==> src/pad_routing_defs.vh <==
`ifndef PAD_ROUTING_DEFS_VH
`define PAD_ROUTING_DEFS_VH

// Pad array geometry
`define PAD_COUNT 50
`define FSEL_W 3
`define FSEL_WAYS 8
`define PSIZE_W 2
`define PRES_W 4

// Function select codes used by the serial masters
`define FSEL_0 3'h0
`define FSEL_1 3'h1
`define FSEL_2 3'h2
`define FSEL_4 3'h4
`define FSEL_5 3'h5
`define FSEL_7 3'h7

// Pull-up size codes: 1.5k, 6k, 12k, 24k ohm
`define PSIZE_1K5 2'h0
`define PSIZE_6K 2'h1
`define PSIZE_12K 2'h2
`define PSIZE_24K 2'h3

// One-hot resistor select lines
`define PRES_1K5 4'h1
`define PRES_6K 4'h2
`define PRES_12K 4'h4
`define PRES_24K 4'h8
`define PRES_NONE 4'h0

// Reset values of the registered pad driver
`define PAD_OUT_RST 1'b0
`define PAD_OE_N_RST 1'b1

`endif

==> src/pad_cell.v <==
`timescale 1ns/100ps
`include "pad_routing_defs.vh"

module pad_cell (
    // Clock and reset
    input wire sys_clk,
    input wire rst,
    // Configuration
    input wire [`FSEL_W-1:0] pad_function_select,
    input wire pad_input_enable,
    input wire pad_pullup_enable,
    input wire [`PSIZE_W-1:0] pad_pullup_size,
    // Candidate module signals, one per select value
    input wire [`FSEL_WAYS-1:0] cand_data,
    input wire [`FSEL_WAYS-1:0] cand_en,
    input wire [`FSEL_WAYS-1:0] cand_od,
    // Pad side
    input wire pad_in,
    output reg pad_out_r,
    output reg pad_oe_n_r,
    output reg [`PRES_W-1:0] pad_pullup_res_r,
    output wire pad_in_gated
);

    reg pad_out_nxt;
    reg pad_oe_n_nxt;
    reg [`PRES_W-1:0] pad_pullup_res_nxt;
    wire sel_data;
    wire sel_en;
    wire sel_od;

    ////////////////////////////////////////////////////////////////////////
    // Eight-way selection of the module signal
    assign sel_data = cand_data[pad_function_select];
    assign sel_en = cand_en[pad_function_select];
    assign sel_od = cand_od[pad_function_select];

    // Disabled input reads as zero
    assign pad_in_gated = pad_in & pad_input_enable;

    ////////////////////////////////////////////////////////////////////////
    // Driver control: open drain, push-pull or released
    always @* begin
        if (!sel_en) begin
            pad_out_nxt = 1'b0;
            pad_oe_n_nxt = 1'b1;
        end else if (sel_od) begin
            pad_out_nxt = 1'b0;
            pad_oe_n_nxt = sel_data;
        end else begin
            pad_out_nxt = sel_data;
            pad_oe_n_nxt = 1'b0;
        end
    end

    // Pull-up resistor size decode
    always @* begin
        case (pad_pullup_size)
            `PSIZE_1K5: pad_pullup_res_nxt = `PRES_1K5;
            `PSIZE_6K: pad_pullup_res_nxt = `PRES_6K;
            `PSIZE_12K: pad_pullup_res_nxt = `PRES_12K;
            `PSIZE_24K: pad_pullup_res_nxt = `PRES_24K;
            default: pad_pullup_res_nxt = `PRES_NONE;
        endcase
        if (!pad_pullup_enable) begin
            pad_pullup_res_nxt = `PRES_NONE;
        end
    end

    // Registered pad driver
    always @(posedge sys_clk) begin
        if (rst) begin
            pad_out_r <= `PAD_OUT_RST;
            pad_oe_n_r <= `PAD_OE_N_RST;
            pad_pullup_res_r <= `PRES_NONE;
        end else begin
            pad_out_r <= pad_out_nxt;
            pad_oe_n_r <= pad_oe_n_nxt;
            pad_pullup_res_r <= pad_pullup_res_nxt;
        end
    end

endmodule // pad_cell

==> src/serial_master_pad_routing.v <==
`timescale 1ns/100ps
`include "pad_routing_defs.vh"

// Operation
// - Select 0 on pads 5 and 6 routes master 0 SCL and SDA there.
// - Select 0 on pads 8 and 9 routes master 1 SCL and SDA there.
// - Master 2 two-wire on pads 0/1 at select 7, or 27/25 at 4.
// - Select 4 on pads 42 and 43 routes master 3 SCL and SDA.
// - Select 4 on pads 39 and 40 routes master 4 SCL and SDA.
// - Select 4 on pads 48 and 49 routes master 5 SCL and SDA.
// - Select 1 on pads 5,6,7 gives master 0 SPI clock, MISO, MOSI.
// - Master 0 has eight slave selects; pads 8,4,9,10 use value 2.
// - Select 1 on pads 8,9,10 gives master 1 SPI clock, MISO, MOSI.
// - Master 1 slave selects on listed pads, some with values 5,7,2.
// - Select 5 gives master 2 SPI on pads 0/27, 2/28, 1/25.
// - Master 2 slave selects on listed pads with values 4,5,0,2.
// - Select 5 on pads 42,43,38 gives master 3 SPI clock, MISO, MOSI.
// - Master 3 slave selects on pads 26,34,35,36,37,41,45,33.
// - Pull-up size codes 0 to 3 pick 1.5k, 6k, 12k, 24k ohm.
// - Open-drain pads drive low data, enable follows the module signal.
// - A pad with input disabled presents zero.
module serial_master_pad_routing #(
    parameter NPADS = `PAD_COUNT
) (
    // Clock and reset
    input wire sys_clk,
    input wire rst,
    // Pad configuration, pad n in field n
    input wire [NPADS*`FSEL_W-1:0] pad_function_select,
    input wire [NPADS-1:0] pad_input_enable,
    input wire [NPADS-1:0] pad_pullup_enable,
    input wire [NPADS*`PSIZE_W-1:0] pad_pullup_size,
    // Two-wire masters 0 to 5, low output pulls the line
    input wire [5:0] i2c_scl_out,
    input wire [5:0] i2c_sda_out,
    output reg [5:0] i2c_scl_in_r,
    output reg [5:0] i2c_sda_in_r,
    // Four-wire SPI masters 0 to 3
    input wire [3:0] spi_sck,
    input wire [3:0] spi_mosi,
    output reg [3:0] spi_miso_r,
    input wire [31:0] slave_select_n,
    // Pads
    input wire [NPADS-1:0] pad_in,
    output wire [NPADS-1:0] pad_out,
    output wire [NPADS-1:0] pad_oe_n,
    output wire [NPADS*`PRES_W-1:0] pad_pullup_res,
    output wire [NPADS-1:0] pad_in_value
);

    reg [NPADS*`FSEL_WAYS-1:0] cand_data;
    reg [NPADS*`FSEL_WAYS-1:0] cand_en;
    reg [NPADS*`FSEL_WAYS-1:0] cand_od;
    reg [5:0] i2c_scl_in_nxt;
    reg [5:0] i2c_sda_in_nxt;
    reg [3:0] spi_miso_nxt;
    genvar g;

    ////////////////////////////////////////////////////////////////////////
    // True when pad p has function select f and a live input
    function hit;
        input [NPADS*`FSEL_W-1:0] fs;
        input [NPADS-1:0] vin;
        input integer p;
        input [`FSEL_W-1:0] f;
        begin
            hit = (fs[p*`FSEL_W +: `FSEL_W] == f) & vin[p];
        end
    endfunction

    // Place a module output at pad p, select f
    task put;
        input integer p;
        input integer f;
        input val;
        input od;
        begin
            cand_data[p*`FSEL_WAYS+f] = val;
            cand_en[p*`FSEL_WAYS+f] = 1'b1;
            cand_od[p*`FSEL_WAYS+f] = od;
        end
    endtask

    ////////////////////////////////////////////////////////////////////////
    // Output routing table
    always @* begin
        cand_data = {NPADS*`FSEL_WAYS{1'b0}};
        cand_en = {NPADS*`FSEL_WAYS{1'b0}};
        cand_od = {NPADS*`FSEL_WAYS{1'b0}};
        // Two-wire masters, open drain
        put(5, 0, i2c_scl_out[0], 1'b1);
        put(6, 0, i2c_sda_out[0], 1'b1);
        put(8, 0, i2c_scl_out[1], 1'b1);
        put(9, 0, i2c_sda_out[1], 1'b1);
        put(0, 7, i2c_scl_out[2], 1'b1);
        put(1, 7, i2c_sda_out[2], 1'b1);
        put(27, 4, i2c_scl_out[2], 1'b1);
        put(25, 4, i2c_sda_out[2], 1'b1);
        put(42, 4, i2c_scl_out[3], 1'b1);
        put(43, 4, i2c_sda_out[3], 1'b1);
        put(39, 4, i2c_scl_out[4], 1'b1);
        put(40, 4, i2c_sda_out[4], 1'b1);
        put(48, 4, i2c_scl_out[5], 1'b1);
        put(49, 4, i2c_sda_out[5], 1'b1);
        // SPI clocks and MOSI, push-pull
        put(5, 1, spi_sck[0], 1'b0);
        put(7, 1, spi_mosi[0], 1'b0);
        put(8, 1, spi_sck[1], 1'b0);
        put(10, 1, spi_mosi[1], 1'b0);
        put(0, 5, spi_sck[2], 1'b0);
        put(27, 5, spi_sck[2], 1'b0);
        put(2, 5, spi_mosi[2], 1'b0);
        put(28, 5, spi_mosi[2], 1'b0);
        put(42, 5, spi_sck[3], 1'b0);
        put(38, 5, spi_mosi[3], 1'b0);
        // Master 0 slave selects, each select line shared by two to four pads
        put(11, 1, slave_select_n[0], 1'b0);
        put(23, 1, slave_select_n[0], 1'b0);
        put(42, 1, slave_select_n[0], 1'b0);
        put(17, 1, slave_select_n[1], 1'b0);
        put(24, 1, slave_select_n[1], 1'b0);
        put(43, 1, slave_select_n[1], 1'b0);
        put(18, 1, slave_select_n[2], 1'b0);
        put(25, 1, slave_select_n[2], 1'b0);
        put(44, 1, slave_select_n[2], 1'b0);
        put(19, 1, slave_select_n[3], 1'b0);
        put(26, 1, slave_select_n[3], 1'b0);
        put(45, 1, slave_select_n[3], 1'b0);
        put(8, 2, slave_select_n[4], 1'b0);
        put(16, 1, slave_select_n[4], 1'b0);
        put(31, 1, slave_select_n[4], 1'b0);
        put(46, 1, slave_select_n[4], 1'b0);
        put(4, 2, slave_select_n[5], 1'b0);
        put(9, 2, slave_select_n[5], 1'b0);
        put(32, 1, slave_select_n[5], 1'b0);
        put(47, 1, slave_select_n[5], 1'b0);
        put(10, 2, slave_select_n[6], 1'b0);
        put(33, 1, slave_select_n[6], 1'b0);
        put(48, 1, slave_select_n[6], 1'b0);
        put(34, 1, slave_select_n[7], 1'b0);
        put(49, 1, slave_select_n[7], 1'b0);
        // Master 1 slave selects
        put(6, 5, slave_select_n[8], 1'b0);
        put(12, 1, slave_select_n[8], 1'b0);
        put(35, 1, slave_select_n[8], 1'b0);
        put(7, 7, slave_select_n[9], 1'b0);
        put(13, 1, slave_select_n[9], 1'b0);
        put(36, 1, slave_select_n[9], 1'b0);
        put(5, 7, slave_select_n[10], 1'b0);
        put(14, 1, slave_select_n[10], 1'b0);
        put(37, 1, slave_select_n[10], 1'b0);
        put(15, 1, slave_select_n[11], 1'b0);
        put(38, 1, slave_select_n[11], 1'b0);
        put(3, 2, slave_select_n[12], 1'b0);
        put(27, 1, slave_select_n[12], 1'b0);
        put(20, 1, slave_select_n[13], 1'b0);
        put(28, 1, slave_select_n[13], 1'b0);
        put(21, 1, slave_select_n[14], 1'b0);
        put(29, 1, slave_select_n[14], 1'b0);
        put(22, 1, slave_select_n[15], 1'b0);
        put(30, 1, slave_select_n[15], 1'b0);
        // Master 2 slave selects
        put(3, 5, slave_select_n[16], 1'b0);
        put(26, 4, slave_select_n[16], 1'b0);
        put(36, 5, slave_select_n[16], 1'b0);
        put(14, 4, slave_select_n[17], 1'b0);
        put(24, 0, slave_select_n[17], 1'b0);
        put(41, 0, slave_select_n[17], 1'b0);
        put(15, 4, slave_select_n[18], 1'b0);
        put(42, 0, slave_select_n[18], 1'b0);
        put(13, 4, slave_select_n[19], 1'b0);
        put(16, 4, slave_select_n[19], 1'b0);
        put(34, 2, slave_select_n[19], 1'b0);
        put(8, 4, slave_select_n[20], 1'b0);
        put(43, 0, slave_select_n[20], 1'b0);
        put(4, 5, slave_select_n[21], 1'b0);
        put(47, 0, slave_select_n[21], 1'b0);
        put(10, 4, slave_select_n[22], 1'b0);
        put(48, 0, slave_select_n[22], 1'b0);
        put(11, 4, slave_select_n[23], 1'b0);
        put(49, 0, slave_select_n[23], 1'b0);
        // Master 3 slave selects
        put(26, 7, slave_select_n[24], 1'b0);
        put(34, 5, slave_select_n[25], 1'b0);
        put(35, 7, slave_select_n[26], 1'b0);
        put(36, 7, slave_select_n[27], 1'b0);
        put(37, 4, slave_select_n[28], 1'b0);
        put(41, 4, slave_select_n[29], 1'b0);
        put(45, 5, slave_select_n[30], 1'b0);
        put(33, 5, slave_select_n[31], 1'b0);
    end

    ////////////////////////////////////////////////////////////////////////
    // Per-pad multiplexer and driver
    generate
        for (g = 0; g < NPADS; g = g + 1) begin : pads
            pad_cell u_cell (
                .sys_clk(sys_clk),
                .rst(rst),
                .pad_function_select(pad_function_select[g*`FSEL_W +: `FSEL_W]),
                .pad_input_enable(pad_input_enable[g]),
                .pad_pullup_enable(pad_pullup_enable[g]),
                .pad_pullup_size(pad_pullup_size[g*`PSIZE_W +: `PSIZE_W]),
                .cand_data(cand_data[g*`FSEL_WAYS +: `FSEL_WAYS]),
                .cand_en(cand_en[g*`FSEL_WAYS +: `FSEL_WAYS]),
                .cand_od(cand_od[g*`FSEL_WAYS +: `FSEL_WAYS]),
                .pad_in(pad_in[g]),
                .pad_out_r(pad_out[g]),
                .pad_oe_n_r(pad_oe_n[g]),
                .pad_pullup_res_r(pad_pullup_res[g*`PRES_W +: `PRES_W]),
                .pad_in_gated(pad_in_value[g])
            );
        end
    endgenerate

    ////////////////////////////////////////////////////////////////////////
    // Input routing: OR of every pad selected for the signal
    always @* begin
        i2c_scl_in_nxt[0] = hit(pad_function_select, pad_in_value, 5, `FSEL_0);
        i2c_sda_in_nxt[0] = hit(pad_function_select, pad_in_value, 6, `FSEL_0);
        i2c_scl_in_nxt[1] = hit(pad_function_select, pad_in_value, 8, `FSEL_0);
        i2c_sda_in_nxt[1] = hit(pad_function_select, pad_in_value, 9, `FSEL_0);
        i2c_scl_in_nxt[2] = hit(pad_function_select, pad_in_value, 0, `FSEL_7)
            | hit(pad_function_select, pad_in_value, 27, `FSEL_4);
        i2c_sda_in_nxt[2] = hit(pad_function_select, pad_in_value, 1, `FSEL_7)
            | hit(pad_function_select, pad_in_value, 25, `FSEL_4);
        i2c_scl_in_nxt[3] = hit(pad_function_select, pad_in_value, 42, `FSEL_4);
        i2c_sda_in_nxt[3] = hit(pad_function_select, pad_in_value, 43, `FSEL_4);
        i2c_scl_in_nxt[4] = hit(pad_function_select, pad_in_value, 39, `FSEL_4);
        i2c_sda_in_nxt[4] = hit(pad_function_select, pad_in_value, 40, `FSEL_4);
        i2c_scl_in_nxt[5] = hit(pad_function_select, pad_in_value, 48, `FSEL_4);
        i2c_sda_in_nxt[5] = hit(pad_function_select, pad_in_value, 49, `FSEL_4);
        spi_miso_nxt[0] = hit(pad_function_select, pad_in_value, 6, `FSEL_1);
        spi_miso_nxt[1] = hit(pad_function_select, pad_in_value, 9, `FSEL_1);
        spi_miso_nxt[2] = hit(pad_function_select, pad_in_value, 1, `FSEL_5)
            | hit(pad_function_select, pad_in_value, 25, `FSEL_5);
        spi_miso_nxt[3] = hit(pad_function_select, pad_in_value, 43, `FSEL_5);
    end

    // Registered module inputs
    always @(posedge sys_clk) begin
        if (rst) begin
            i2c_scl_in_r <= 6'h00;
            i2c_sda_in_r <= 6'h00;
            spi_miso_r <= 4'h0;
        end else begin
            i2c_scl_in_r <= i2c_scl_in_nxt;
            i2c_sda_in_r <= i2c_sda_in_nxt;
            spi_miso_r <= spi_miso_nxt;
        end
    end

endmodule // serial_master_pad_routing

==> config.mk <==
export PLATFORM = sky130hd
export DESIGN_NAME = serial_master_pad_routing
export DESIGN_NICKNAME = d
export VERILOG_FILES = /design/src/pad_cell.v /design/src/serial_master_pad_routing.v
export VERILOG_INCLUDE_DIRS = /design/src
export SDC_FILE = /design/constraint.sdc
export NUM_CORES = 1
export LEC_CHECK = 0
export BUFFER_PORTS_ARGS = -buffer_cell sky130_fd_sc_hd__buf_2
export CORE_AREA = 2 2 318 320
export CTS_CLUSTER_DIAMETER = 50
export DETAILED_ROUTE_END_ITERATION = 16
export DIE_AREA = 0 0 320 322
export GPL_ROUTABILITY_DRIVEN = 0
export PLACE_DENSITY_LB_ADDON = 0.1
export SYNTH_ARGS = -nofsm -noshare
export SYNTH_HDL_FRONTEND = slang
export SYNTH_SLANG_ARGS = --single-unit
==> constraint.sdc <==
create_clock -name sys_clk -period 0.85 [get_ports sys_clk]
set_input_delay 0.0425 -clock sys_clk [delete_from_list [all_inputs] [get_ports sys_clk]]
set_output_delay 0.0425 -clock sys_clk [all_outputs]
set_load 0.01 [all_outputs]
==> reports/results.ini <==
[floorplanning]
dieArea_um2=103000
coreArea_um2=99600
die_w_um=320
start_util_pct=11.3
fp.dieH_um=322
row_count=116
ios=820

[setup_path]
slowest_delay_ns=0.35
cp.arrival_ns=1.09
critPathCaptureType=output port
cpMaxStageDelayCell=dfxtp_4
critical-path-top-delay-family=flip-flops
path_cells=buf_6
cp-start-kind=flip-flop
critical_path_required_ns=0.81
path_max_fanout=1
path_class=reg -> out
crit_buf_inv=1

[power]
p_per_area_nw_per_um2=2030
ir_drop_uv=1150
p_leak_nw=11.3

[global_route]
antenna_found_initial=1
grt-ovfl-total=0
grt_pass1_vias=12800
track_usage_pct=9.94
grt_max_degree=18
grt_pass1_wl_mm=76.1

[worst_hold_path]
min_path_type=in -> reg

[yosys]
synthCells=1067
synth_top_area_cell=dfxtp_1
netlist_area_um2=11200
synth_seq_area_share_pct=55.8
yosys-top-cells-area=dfxtp_1 56%, buf_4 10%, nor4bb_1 4.5%
synth-edff-count=0
synth.distinct_cells=44
ys_warn_count=0
ys_ff_latch=313
synthArstFlopShare_pct=0
syn_avg_cell_area_um2=10.5
yosysTopAreaCellShare_pct=55.8
synthFlopType=dfxtp_1

[clock_tree]
cts_max_level=3
cts_tree=yes
numClockSinks=313
cts_root_buf=clkbuf_16
numCtsBuffers=67
clkTransAtPathRegs_ns=0.05
cts_max_path_buffers=3

[detailed_routing]
drcViolationCount=0
vias=11900
first_iter_violations=249
avgViaCountPerCell=3.35
wl_per_cell_um=15.2
wl_mm=54.1
ant_nets=0
drt_pass1_iterations=4

[outcome]
violations=hold timing, setup timing
outcome=complete, but fails checks

[place]
portBuffers=816
dp_hpwl_mm=42.4
dp_cells=3058

[sta]
setup_slack_ns=-0.283
fin_crit_ns=1.13
fmax_ghz=0.883
period_share_pct=133
fin_hold_ws_ns=-0.0927
rsz0062_at_grt=true
setup-violations-final=321
slew_viol_final=0
final_hold_viol_count=38

[finish]
layout.nets=2667
fillers=10800
final_common_cell=buf_2
final_layout_size_suffix_gt1_share_pct=55.1
utilization_pct=24.6
fin_cells=3562
most-common-layout-cells=556 x buf_2, 383 x dlygate4sd3_1, 247 x buf_6, 238 x dfxtp_2, 104 x nor2_1
area_delta_synth_final_pct=118

[run]
maxCapViolations=0

kinds of logic after synthesis:
logic type      after synthesis  share of synthesized area (%)
fa+ha+maj                     3                          0.334
compound gates               47                           2.64
mux                          15                           1.38
xor+xnor                      2                          0.156
other cells                   1                         0.0334
buf+inv                     196                           11.8
simple gates                490                           27.9
flops                       313                           55.8
layer usage:
metal | share of wire [%] | vias up | wire, µm | global-route usage (%)
met2 | 53 | 555 | 28800 | 19.0
li1 | - | 5826 | - | -
met4 | 2.7 | 2 | 1440 | 3.67
met1 | 34 | 5466 | 18300 | 9.04
met3 | 10 | 90 | 5520 | 4.75
met5 | 0.030 | - | 16 | 0
report_power, final:
group          switching (mW)  internal (mW)
registers               0.187           15.2
logic                    2.14           3.31
clock network            9.60           19.3
total                    11.9           37.8
synth_stat cells (3+ instances only):
| cell | count |
|---|---|
| nand3b_1 | 3 |
| and3b_1 | 13 |
| and2_1 | 51 |
| a22oi_1 | 8 |
| ha_1 | 3 |
| and3_1 | 33 |
| a21o_1 | 3 |
| nor4bb_1 | 50 |
| buf_4 | 150 |
| and4_1 | 24 |
| mux2_2 | 4 |
| nor2_1 | 105 |
| nor3_1 | 6 |
| nor4b_1 | 25 |
| or4b_4 | 14 |
| nor2b_1 | 43 |
| nand4_1 | 7 |
| a31oi_1 | 4 |
| nand2_1 | 63 |
| nor3b_1 | 34 |
| nor4_1 | 3 |
| buf_2 | 7 |
| mux2i_1 | 11 |
| or3_1 | 3 |
| clkbuf_1 | 9 |
| inv_1 | 27 |
| a21oi_1 | 8 |
| o21ai_0 | 17 |
| nand3_1 | 8 |
| dfxtp_1 | 313 |
state kept, by name, indices dropped and copies added (netlist names):
| register | flops |
|---|---|
| i2c_scl_in_r | 6 |
| i2c_sda_in_r | 6 |
| pads.u_cell.pad_oe_n_r | 50 |
| pads.u_cell.pad_out_r | 47 |
| pads.u_cell.pad_pullup_res_r | 200 |
| spi_miso_r | 4 |
layout make-up:
class | instances | area (µm²) | area share (%)
clock buffer | 76 | 1780 | 7.28
inverter | 27 | 101 | 0.414
sequential | 313 | 6590 | 26.9
tap | 1298 | 1620 | 6.64
multi-input combinational | 560 | 3680 | 15.0
antenna | 1 | 2.50 | 0.0102
timing repair buffer | 1241 | 9960 | 40.7
clock inverter | 46 | 737 | 3.01
path summary, 6_finish.rpt:
check	startpoint	end	cells past startpoint
max	pads[32].u_cell.pad_oe_n_r$_SDFF_PP1_	pad_oe_n[32]	1
min	rst	pads[40].u_cell.pad_oe_n_r$_SDFF_PP1_	4
stage by stage:
stage | TNS [ns] | setup WS, ns | hold WS [ns] | power, mW | area [µm²]
3_5_place_dp | -50.32 | -0.361 | 0.227 | 19.2 | 16100
3_3_place_gp | -49.24 | -0.375 | 0.229 | 19.3 | 16100
6_report | -71.17 | -0.283 | -0.0927 | 49.7 | 24500
4_1_cts | -95.37 | -0.395 | -0.220 | 50.7 | 23900
5_1_grt | -93.26 | -0.398 | -0.102 | 52.0 | 24500
2_1_floorplan | 0 | 0.0312 | 0.114 | 17.1 | 11200
timing repair:
| item | 4_1_cts | 5_1_grt |
|---|---|---|
| endpoints found under the setup margin | 313 | 348 |
| hold endpoints to repair | 313 | 63 |
| hold buffers | 384 | 15 |
| pin swaps | 0 | 3 |
| buffers inserted | 0 | 1 |
| resized for setup | 451 | 158 |
(Power assumes the default switching activity.)
